--- config.mk ---
export PLATFORM = sky130hd
export DESIGN_NAME = nbf_core
export DESIGN_NICKNAME = d
export VERILOG_FILES = /design/src/logic/nbf_pkg.sv /design/src/logic/nbf_step.sv /design/src/logic/nbf_core.sv
export SDC_FILE = /design/constraint.sdc
export NUM_CORES = 1
export LEC_CHECK = 0
export BUFFER_PORTS_ARGS = -buffer_cell sky130_fd_sc_hd__buf_2
export CAP_MARGIN = 40
export CORE_UTILIZATION = 45
export DETAILED_ROUTE_END_ITERATION = 7
export PLACE_DENSITY = 0.68
export SETUP_SLACK_MARGIN = 0.1
export SYNTH_ARGS = -nofsm -noshare
export SYNTH_HDL_FRONTEND = slang
export SYNTH_SLANG_ARGS = --single-unit
--- constraint.sdc ---
create_clock -name sys_clk -period 2.6 [get_ports sys_clk]
set_input_delay 0.39 -clock sys_clk [delete_from_list [all_inputs] [get_ports sys_clk]]
set_output_delay 0.39 -clock sys_clk [all_outputs]
set_load 0.1 [all_outputs]
--- src/logic/nbf_pkg.sv ---
// ninth-bit flag tracking: shared constants, opcode enum and carrier structs
// assumes the instruction decoder delivers one decoded request per cycle
package nbf_pkg;

  // position of the ninth bit inside a 9-bit location value
  localparam int NBF_NINTH = 8;
  // status-word bit that carries the flag when the status word is popped
  localparam int NBF_PSW_FLAG_BIT = 1;
  // longest wait sequence, in clock cycles
  localparam logic [1:0] NBF_WAIT_MAX = 2'h2;
  // width of the lost-cycle counter
  localparam int NBF_LAG_W = 16;
  // reset values
  localparam logic NBF_FLAG_RST = 1'b0;
  localparam logic [8:0] NBF_LOC_RST = 9'h000;

  // decoded instruction classes that touch the flag or the ninth bits
  typedef enum logic [4:0] {
    NBF_OP_NONE = 5'h00, // bit ops, branches, other: nothing changes
    NBF_OP_LDI = 5'h01, // immediate load: nothing changes
    NBF_OP_LD = 5'h02,
    NBF_OP_LDW = 5'h03,
    NBF_OP_ST = 5'h04,
    NBF_OP_STW = 5'h05,
    NBF_OP_MOV = 5'h06,
    NBF_OP_PUSHI = 5'h07,
    NBF_OP_PUSH = 5'h08,
    NBF_OP_PUSHW = 5'h09,
    NBF_OP_PUSH_F = 5'h0A,
    NBF_OP_PUSH_BA = 5'h0B,
    NBF_OP_POP = 5'h0C,
    NBF_OP_POPW = 5'h0D,
    NBF_OP_POP_F = 5'h0E,
    NBF_OP_POP_BA = 5'h0F,
    NBF_OP_XCH = 5'h10,
    NBF_OP_WORD_EXCHANGE = 5'h11,
    NBF_OP_INC = 5'h12,
    NBF_OP_WORD_INCREMENT = 5'h13,
    NBF_OP_DEC = 5'h14,
    NBF_OP_WORD_DECREMENT = 5'h15,
    NBF_OP_DEC_BRANCH_IF_NONZERO = 5'h16,
    NBF_OP_DEC_BRANCH_IF_ZERO = 5'h17,
    NBF_OP_MULDIV_24BIT = 5'h18
  } nbf_op_t;

  // decoded request from the instruction decoder
  typedef struct packed {
    logic valid; // one instruction offered
    nbf_op_t op; // instruction class
    logic psw_dst; // pop target is the program status word
    logic lo_has9; // low operand location has a ninth bit
    logic hi_has9; // high operand location has a ninth bit
    logic [8:0] lo; // low operand, ninth bit on top
    logic [8:0] hi; // high operand, ninth bit on top
  } nbf_req_t;

  // write-back toward the register file / ram
  typedef struct packed {
    logic valid; // one-cycle result strobe
    logic wr_lo; // write lo to destination low location
    logic wr_hi; // write hi to destination high location
    logic [8:0] lo; // low value, ninth bit on top
    logic [8:0] hi; // high value, ninth bit on top
    logic branch; // decrement-and-branch condition met
  } nbf_res_t;

endpackage : nbf_pkg

--- src/logic/nbf_step.sv ---
// ninth-bit flag tracking: 9-bit / 17-bit increment and decrement unit
// purely combinational; the caller registers its outputs
`timescale 1ns/10ps
`default_nettype none
module nbf_step (
  input wire logic dec,
  input wire logic word,
  input wire logic [8:0] lo_in,
  input wire logic [8:0] hi_in,
  output logic [8:0] lo_out,
  output logic [8:0] hi_out
);
  import nbf_pkg::*;

  logic [8:0] lo8_sum; // low byte with carry or borrow on top
  logic [8:0] hi_sum; // high 9 bits after propagation

  // byte forms count over all 9 bits; word forms over 8+9 bits
  always_comb begin
    lo8_sum = 9'h000;
    hi_sum = hi_in;
    if (!word) begin
      lo_out = dec ? (lo_in - 9'h001) : (lo_in + 9'h001);
      hi_out = hi_in;
    end else begin
      // low byte only; its carry goes into the low ninth bit
      lo8_sum = dec ? ({1'b0, lo_in[7:0]} - 9'h001) : ({1'b0, lo_in[7:0]} + 9'h001);
      if (dec) begin
        hi_sum = hi_in - {8'h00, lo8_sum[NBF_NINTH]};
        lo_out = {~lo8_sum[NBF_NINTH], lo8_sum[7:0]};
      end else begin
        hi_sum = hi_in + {8'h00, lo8_sum[NBF_NINTH]};
        lo_out = lo8_sum;
      end
      hi_out = hi_sum;
    end
  end

endmodule : nbf_step
`default_nettype wire

--- src/logic/nbf_core.sv ---
// ninth-bit flag tracking: flag register, ninth-bit write-back and wait stall
// assumes decoded requests and a wait request from the core, one clock domain
//
// Operation
// - no wait is ever generated internally
// - wait request stalls execution for its first two cycles
// - peripherals keep running during a wait
// - a wait lasts at most two cycles
// - no wait in halt or hold standby
// - program steps lag time after a wait
// - loads copy ninth bit; stores write flag
// - status word pop takes flag from bit1
// - increment over 9/17 bits, flag after
// - decrement over 9/17 bits, branch on low byte
// - 24-bit multiply/divide results get ninth bit one
// - plain byte register reads ninth bit as one
`timescale 1ns/10ps
`default_nettype none
module nbf_core (
  input wire logic sys_clk,
  input wire logic rst,
  input wire nbf_pkg::nbf_req_t req,
  input wire logic wait_req,
  input wire logic halt_mode,
  input wire logic hold_mode,
  output logic req_ready,
  output logic core_stall,
  output logic periph_run,
  output nbf_pkg::nbf_res_t res,
  output logic ninth_bit_flag,
  output logic pc_step,
  output logic [nbf_pkg::NBF_LAG_W-1:0] lag_cycles
);
  import nbf_pkg::*;

  // all state of the block
  typedef struct packed {
    logic flag; // ninth-bit flag of the status word
    nbf_res_t res; // registered write-back
    logic [1:0] wait_cnt; // cycles spent in the current wait
    logic step; // instruction retired this cycle
    logic [NBF_LAG_W-1:0] lag; // wait cycles seen so far
  } nbf_state_t;

  nbf_state_t st_q; // registered state
  nbf_state_t st_d; // next state

  logic take; // request accepted this cycle
  logic lo9; // low ninth bit as read
  logic hi9; // high ninth bit as read
  logic [8:0] step_lo; // inc/dec unit low result
  logic [8:0] step_hi; // inc/dec unit high result
  logic step_dec; // unit decrements
  logic step_word; // unit works on a word

  // ninth bit as read: a location without one reads as one
  function automatic logic read_ninth(input logic has9, input logic [8:0] v);
    read_ninth = has9 ? v[NBF_NINTH] : 1'b1;
  endfunction : read_ninth

  // value with the given ninth bit over the low byte
  function automatic logic [8:0] with_ninth(input logic n, input logic [8:0] v);
    with_ninth = {n, v[7:0]};
  endfunction : with_ninth

  // stall only on an outside request, never in standby, capped in length
  assign core_stall = wait_req && !halt_mode && !hold_mode && (st_q.wait_cnt < NBF_WAIT_MAX);
  assign req_ready = !core_stall;
  // peripherals are not gated by the stall
  assign periph_run = 1'b1;
  assign take = req.valid && !core_stall;

  assign lo9 = read_ninth(req.lo_has9, req.lo);
  assign hi9 = read_ninth(req.hi_has9, req.hi);

  // increment / decrement unit selection
  always_comb begin
    step_dec = 1'b0;
    step_word = 1'b0;
    unique case (req.op)
      NBF_OP_DEC, NBF_OP_DEC_BRANCH_IF_NONZERO, NBF_OP_DEC_BRANCH_IF_ZERO: begin
        step_dec = 1'b1;
      end
      NBF_OP_WORD_DECREMENT: begin
        step_dec = 1'b1;
        step_word = 1'b1;
      end
      NBF_OP_WORD_INCREMENT: begin
        step_word = 1'b1;
      end
      default: begin
        step_dec = 1'b0;
      end
    endcase
  end

  nbf_step u_step (
    .dec(step_dec),
    .word(step_word),
    .lo_in(with_ninth(lo9, req.lo)),
    .hi_in(with_ninth(hi9, req.hi)),
    .lo_out(step_lo),
    .hi_out(step_hi)
  );

  // next-state logic
  always_comb begin
    st_d = st_q;
    st_d.res.valid = 1'b0;
    st_d.res.wr_lo = 1'b0;
    st_d.res.wr_hi = 1'b0;
    st_d.res.branch = 1'b0;
    st_d.step = take;
    // wait length counter: counts stalled cycles, clears once the request goes
    if (core_stall) begin
      st_d.wait_cnt = st_q.wait_cnt + 2'h1;
      st_d.lag = st_q.lag + {{(NBF_LAG_W-1){1'b0}}, 1'b1};
    end else if (!wait_req) begin
      st_d.wait_cnt = 2'h0;
    end
    if (take) begin
      st_d.res.valid = 1'b1;
      st_d.res.lo = with_ninth(lo9, req.lo);
      st_d.res.hi = with_ninth(hi9, req.hi);
      unique case (req.op)
        // loads copy the source ninth bit into the flag
        NBF_OP_LD: st_d.flag = lo9;
        NBF_OP_LDW: st_d.flag = hi9;
        // stores and moves write the flag into the destination
        NBF_OP_ST, NBF_OP_MOV, NBF_OP_PUSHI, NBF_OP_PUSH_F: begin
          st_d.res.wr_lo = 1'b1;
          st_d.res.lo = with_ninth(st_q.flag, req.lo);
        end
        NBF_OP_STW, NBF_OP_PUSH_BA: begin
          st_d.res.wr_lo = 1'b1;
          st_d.res.wr_hi = 1'b1;
          st_d.res.lo = with_ninth(st_q.flag, req.lo);
          st_d.res.hi = with_ninth(st_q.flag, req.hi);
        end
        // push copies the location and loads the flag from it
        NBF_OP_PUSH: begin
          st_d.res.wr_lo = 1'b1;
          st_d.flag = lo9;
        end
        NBF_OP_PUSHW: begin
          st_d.res.wr_lo = 1'b1;
          st_d.res.wr_hi = 1'b1;
          st_d.flag = hi9;
        end
        // pops: status word target takes the flag from its bit 1
        NBF_OP_POP: begin
          st_d.res.wr_lo = 1'b1;
          st_d.flag = req.psw_dst ? req.lo[NBF_PSW_FLAG_BIT] : lo9;
        end
        NBF_OP_POPW: begin
          st_d.res.wr_lo = 1'b1;
          st_d.res.wr_hi = 1'b1;
          st_d.flag = req.psw_dst ? req.hi[NBF_PSW_FLAG_BIT] : hi9;
        end
        NBF_OP_POP_F: st_d.flag = req.lo[NBF_PSW_FLAG_BIT];
        NBF_OP_POP_BA: st_d.flag = hi9;
        // exchanges
        NBF_OP_XCH: begin
          st_d.res.wr_lo = 1'b1;
          st_d.res.lo = with_ninth(st_q.flag, req.lo);
          st_d.flag = lo9;
        end
        NBF_OP_WORD_EXCHANGE: begin
          st_d.res.wr_lo = 1'b1;
          st_d.res.wr_hi = 1'b1;
          st_d.res.lo = with_ninth(st_q.flag, req.lo);
          st_d.res.hi = with_ninth(st_q.flag, req.hi);
          st_d.flag = hi9;
        end
        // byte and word increment / decrement, flag from the result
        NBF_OP_INC, NBF_OP_DEC: begin
          st_d.res.wr_lo = 1'b1;
          st_d.res.lo = step_lo;
          st_d.flag = step_lo[NBF_NINTH];
        end
        NBF_OP_WORD_INCREMENT, NBF_OP_WORD_DECREMENT: begin
          st_d.res.wr_lo = 1'b1;
          st_d.res.wr_hi = 1'b1;
          st_d.res.lo = step_lo;
          st_d.res.hi = step_hi;
          st_d.flag = step_hi[NBF_NINTH];
        end
        // decrement and branch: condition sees the low 8 bits only
        NBF_OP_DEC_BRANCH_IF_NONZERO: begin
          st_d.res.wr_lo = 1'b1;
          st_d.res.lo = step_lo;
          st_d.flag = step_lo[NBF_NINTH];
          st_d.res.branch = (step_lo[7:0] != 8'h00);
        end
        NBF_OP_DEC_BRANCH_IF_ZERO: begin
          st_d.res.wr_lo = 1'b1;
          st_d.res.lo = step_lo;
          st_d.flag = step_lo[NBF_NINTH];
          st_d.res.branch = (step_lo[7:0] == 8'h00);
        end
        // multiply/divide results get their ninth bits set
        NBF_OP_MULDIV_24BIT: begin
          st_d.res.wr_lo = 1'b1;
          st_d.res.wr_hi = 1'b1;
          st_d.res.lo = with_ninth(1'b1, req.lo);
          st_d.res.hi = with_ninth(1'b1, req.hi);
        end
        // immediate loads, bit ops, branches: untouched
        NBF_OP_NONE, NBF_OP_LDI: begin
          st_d.flag = st_q.flag;
        end
        default: begin
          st_d.flag = st_q.flag;
        end
      endcase
    end
  end

  // state register
  always_ff @(posedge sys_clk or posedge rst) begin
    if (rst) begin
      st_q.flag <= NBF_FLAG_RST;
      st_q.res <= '0;
      st_q.wait_cnt <= 2'h0;
      st_q.step <= 1'b0;
      st_q.lag <= '0;
    end else begin
      st_q <= st_d;
    end
  end

  assign res = st_q.res;
  assign ninth_bit_flag = st_q.flag;
  assign pc_step = st_q.step;
  assign lag_cycles = st_q.lag;

endmodule : nbf_core
`default_nettype wire

---- Word-level counts from Yosys, hierarchy flattened ----
Index checks and enable logic that the tools add are counted.
W data, S select, Z words.
cells by class
  reductions and logical operators ........ 21
  mux-type cells .......................... 21
  equality and inequality tests ........... 24
  bitwise gates (word level) .............. 1
  add/subtract/negate cells ............... 8
  order comparisons ....................... 1
operators by type and width
  cell                     count
  $mux W9                  6
  $pmux W9 S3              2
  $eq A5 B5 Y1 const B     9
  $eq A5 B4 Y1 const B     8
  $mux W22                 1
  $eq A5 B3 Y1 const B     4
  $reduce_or A19 Y1        1
  $add A16 B1 Y16 const B  1
  $reduce_or A8 Y1         2
  $reduce_or A4 Y1         3
  $eq A5 B2 Y1 const B     2
  $add A8 B1 Y9 const B    1
  $add A9 B1 Y9            1
  $add A9 B1 Y9 const B    1
  $sub A8 B1 Y9 const B    1
  $sub A9 B1 Y9            1
  $sub A9 B1 Y9 const B    1
  $logic_not A8 Y1         1
  $mux W1                  8
  $reduce_bool A8 Y1       1
  $pmux W1 S7              1
  $reduce_bool A7 Y1       1
  $reduce_or A3 Y1         2
  $reduce_or A6 Y1         1
  10 further kinds         16
word-level totals
  output and inout bits ................... 43
  register bits after elaboration ......... 42

---- Logic depth before layout (Yosys ltp) ----
  word-level depth ........................ 10
  gate-level depth with buffers ........... 20
  gate-level depth less buffers ........... 19

---- Cells and area by module ----
A second synthesis with hierarchy kept.
second synthesis, totals
  cell total of the unflattened synthesis .. 399
  area total of the unflattened synthesis .. 3428.3 µm²
by module, submodules not included
  module    sequential area each (µm²)  cells each  instances  area an instance (µm²)
  nbf_core  1026.0                      272         1          2543.7
  nbf_step  0.0                         127         1          884.6

---- Worst setup path after synthesis ----
No wires, ideal clock.
  path type ............................... input-to-reg
  start point ............................. input req[23] in the netlist's numbering
  end point ............................... register res[9] (netlist name)
  buffers on the path ..................... 1
  cell stages on the path ................. 20
  setup slack ............................. -1.759 ns
  required time ........................... 2.479 ns
  arrival ................................. 4.238 ns
  path through ............................ buf_4 -> inv_1 -> nor3_1 -> inv_1 -> fa_1 -> nor2b_1 -> o31a_1 -> o22a_1 -> ha_1 -> inv_1 -> ha_1 -> inv_1 -> ha_1 -> o21ba_2 -> o21ai_0 -> nor4b_1 -> nor2_1 -> mux2i_1 -> or3_1 -> a22o_1
between the ends
  longest elaborated chain between the ends .. 8
  elaborated cells between the ends (all ways) .. 20
  those cells by class .................... add/sub: 2; eq/ne: 9; mux: 6; reduce/logical: 3
ends and longest elaborated chain
  element                                                line                             RTL
  start: declaration                                     nbf_core.sv:22                   input wire nbf_pkg::nbf_req_t req,
  $eq A5 B5 Y1, on equally long branches                 nbf_core.sv:80, nbf_core.sv:125
  $reduce_or A4 Y1 (no line)                             --
  $mux W1                                                nbf_core.sv:80                   unique case (req.op)
  $mux W9                                                nbf_step.sv:27                   lo8_sum = dec ? ({1'b0, lo_in[7:0]} - 9'h001) : ({1'b0, lo_in[7:0]} + 9'h001);
  $add A9 B1 Y9 / $sub A9 B1 Y9 (equally long branches)  nbf_step.sv:32, nbf_step.sv:29
  $mux W9                                                nbf_step.sv:28                   if (dec) begin
  $mux W9                                                nbf_step.sv:22                   if (!word) begin
  $pmux W9 S3 *                                          nbf_core.sv:125                  unique case (req.op)
Mark *: on every way between the ends. The rest lies on a longest branch, timed or not.
A chain may end at the register's enable or synchronous reset.

---- Worst setup path in the final report ----
  start point ............................. input req[23] in the netlist's numbering
  end point ............................... register res[9] (netlist name)
between the ends
  longest elaborated chain between the ends .. 8
  elaborated cells between the ends (all ways) .. 20
  those cells by class .................... add/sub: 2; eq/ne: 9; mux: 6; reduce/logical: 3
ends and longest elaborated chain
  element                                                line
  $eq A5 B5 Y1, on equally long branches                 nbf_core.sv:80, nbf_core.sv:125
  $reduce_or A4 Y1 (no line)                             --
  $mux W1                                                nbf_core.sv:80
  $mux W9                                                nbf_step.sv:27
  $add A9 B1 Y9 / $sub A9 B1 Y9 (equally long branches)  nbf_step.sv:32, nbf_step.sv:29
  $mux W9                                                nbf_step.sv:28
  $mux W9                                                nbf_step.sv:22
  $pmux W9 S3 *                                          nbf_core.sv:125
Marked as above.

==> flow_metrics.tcl <==
set metrics [dict create \
    r2r_slack_ns 0.50 \
    core_area_um2 6940 \
    synthCells 396 \
    endpoint_kind "flip-flop" \
    root_buffer "clkbuf_8" \
    setup_viol 8 \
    ff2ff_path_depth 8 \
    drive_gt1_share_pct 38.3 \
    rows 30 \
    reg2reg_to "lag_cycles[15]$_DFFE_PP0P_" \
    grt_setup_unrepaired "true" \
    cts_inserted_buffers 5 \
    vias 3073 \
    clock_sinks 41 \
    clk_pin_slew_worst_paths_ns 0.08 \
    critPathLaunch "req[23]" \
    place_congestion 0.841 \
    netlist_area_um2 3300 \
    fmax_ghz 0.305 \
    period_share_pct 126 \
    maxCapViolCount 0 \
    drt_iter0_drc 70 \
    total_power_mw 2.46 \
    avgSynthCellArea_um2 8.34 \
    synth_edf_count 0 \
    die_area_um2 7690 \
    area_growth_pct 27.0 \
    setup_tns_ns -3.99 \
    r2r-start "st_q[18]$_DFFE_PP0P_" \
    placed_cell_area_um2 3900 \
    vias_per_cell 5.34 \
    leakagePower_nw 1.99 \
    worstMarginPinSlew_ns 0.504 \
    critPathLaunchType "primary input" \
    synth.distinct_cells 63 \
    critPathRequiredTime_ns 2.79 \
    yosysTopAreaCellShare_pct 31.1 \
    grt_use_total_pct 22.4 \
    io_pins 75 \
    layout_setup_ws_ns -0.681 \
    start_util_pct 47.6 \
    synthTopCellsByArea "dfrtp_1, buf_4, ha_1, xnor2_1, o21ai_0" \
    fin_skew_ns 0.00980 \
    die_h_um 87.7 \
    yosys.area.top_type "dfrtp_1" \
    cp.arrival_ns 3.47 \
    final_nets 528 \
    critPathMaxFanout 8 \
    hold_viol 0 \
    powerDensity_nw_per_um2 586 \
    routedWlPerCell_um 14.1 \
    pre_cts_slack_ns -1.22 \
    status "finished with violations" \
    synthArstFlopShare_pct 100 \
    grt_pass1_vias 2946 \
    cts_hold_buffers 0 \
    vdd_drop_max_mv 0.237 \
    ys_warn_count 0 \
    ctsHtreeMaxLevel 2 \
    dr.pass1.iters 4 \
    hold_path_class "primary input to async pin" \
    violations "negative setup slack" \
    clkLatencyLatePin_ns 0.30 \
    n_antenna_cell 0 \
    path_class "primary input to flip-flop" \
    antenna_found_initial 0 \
    grt_first_pass_wirelength_um 13500 \
    port_buffers 73 \
    slew_viol_final 0 \
    crit_path_end "res[9]$_DFFE_PP0P_" \
    ant_nets 0 \
    slew_headroom_pct 66.4 \
    grt.overflow.total 0 \
    die_w_um 87.7 \
    tritoncts "yes" \
    synth.net_count 445 \
    dp_hpwl_um 6140 \
    drcViolationCount 0 \
    wl_um 8140 \
    synth_top_flop_cell "dfrtp_1" \
    period_needed_ns 3.28 \
    fin_area_um2 4200 \
    ys_seq_area_share_pct 31.1 \
    clock_path_buffers 2 \
    grt_max_degree 42 \
    yosys_register_bits 41 \
]
worst min-delay path by stage:
stage	start	to	slack, ns	cells past startpoint
after CTS	rst	res[3]$_DFFE_PP0P_	0.22	3
after global routing	rst	lag_cycles[5]$_DFFE_PP0P_	0.28	3
after floorplan	lag_cycles[15]$_DFFE_PP0P_	lag_cycles[15]$_DFFE_PP0P_	0.45	1
after detailed placement	lag_cycles[15]$_DFFE_PP0P_	lag_cycles[15]$_DFFE_PP0P_	0.46	1
after global placement	lag_cycles[15]$_DFFE_PP0P_	lag_cycles[15]$_DFFE_PP0P_	0.45	1
final	rst	lag_cycles[7]$_DFFE_PP0P_	0.21	3
per-layer routing:
layer | part of all wire [%] | vias up | GRT usage, %
met5 | 0 | - | 0
met4 | 2.0 | 0 | 8.20
met3 | 4.6 | 19 | 3.20
met2 | 51 | 99 | 41.0
met1 | 43 | 1434 | 26.5
li1 | - | 1521 | -
power by group:
part	internal [mW]	switching [mW]	leakage (nW)	total, mW
Sequential	0.714	0.0820	0.526	0.796
Combinational	0.325	0.895	1.41	1.22
Clock	0.215	0.228	0.0512	0.443
Total	1.25	1.21	1.99	2.46
area by class of cell:
| cell class | count | area, µm² |
|---|---|---|
| Fill cell | 644 | 2750 |
| Multi-Input combinational cell | 281 | 2020 |
| Sequential cell | 41 | 1030 |
| Timing Repair Buffer | 134 | 856 |
| Tap cell | 96 | 120 |
| Clock buffer | 6 | 82.6 |
| Inverter | 16 | 80.1 |
| Clock inverter | 2 | 13.8 |
Yosys cell counts (5+ instances only):
cell type  number
mux2i_1         9
xnor2_1        22
nand3_1        15
nor2b_1         8
nand2_1        38
inv_1          13
nor2_1         26
o21ai_0        32
clkbuf_1       10
dfrtp_1        41
nor3_1          9
a21oi_1        25
buf_2           5
buf_4          41
xor2_1         11
nand4_1         6
ha_1           16
sequential cells by signal (all words and copies together), names as in the netlist:
signal / cells
res: 22
st_q: 2
ninth_bit_flag: 1
lag_cycles: 16
what timing repair did:
item,in CTS,in global routing
gates resized for setup,19,14
setup buffers,7,1
setup endpoints to repair,13,12
pin swaps,12,16
per-stage QoR:
step,utilization (%),hold slack (ns),cells
finish,60.4,0.211,576
global route,60.4,0.278,576
CTS,59.7,0.223,575
detailed placement,56.2,0.463,560
global placement,56.2,0.453,560
floorplan,-,0.446,396
logic make-up (layout without fill, tap and decap cells):
logic type,after synthesis,in the layout,synth area share [%]
AOI/OAI and AO/OA,94,94,17.7
xor gates and xnor gates,33,33,8.75
adders and majority gates,17,17,6.67
buffers and inverters,74,158,13.6
DFF,41,41,31.1
muxes,9,9,2.73
other,1,1,0.114
and+or+nand+nor,127,127,19.4
worst max-delay path, stage by stage:
cell and delay, ns:
buf_8 0.10, inv_6 0.05, nor3_4 0.04, buf_12 0.13, ha_2 0.20, or4_1 0.52, o22a_2 0.27, ha_4 0.29
inv_4 0.03, ha_4 0.15, inv_2 0.05, ha_4 0.13, o21ba_4 0.14, o21ai_4 0.06, nor4b_2 0.21, nor2_1 0.09
mux2i_1 0.13, or3_1 0.31, a22o_1 0.18
cell usage in the layout, fill, tap and decap left out, types with 10 or more instances in the layout:
cell type,count
o21ai_0,25
ha_1,10
xor2_1,11
nand2_1,37
xnor2_1,22
buf_2,71
nor2_1,25
buf_4,60
a21oi_1,22
nand3_1,14
dfrtp_1,41
No activity file was read; power rests on OpenSTA's default activity.
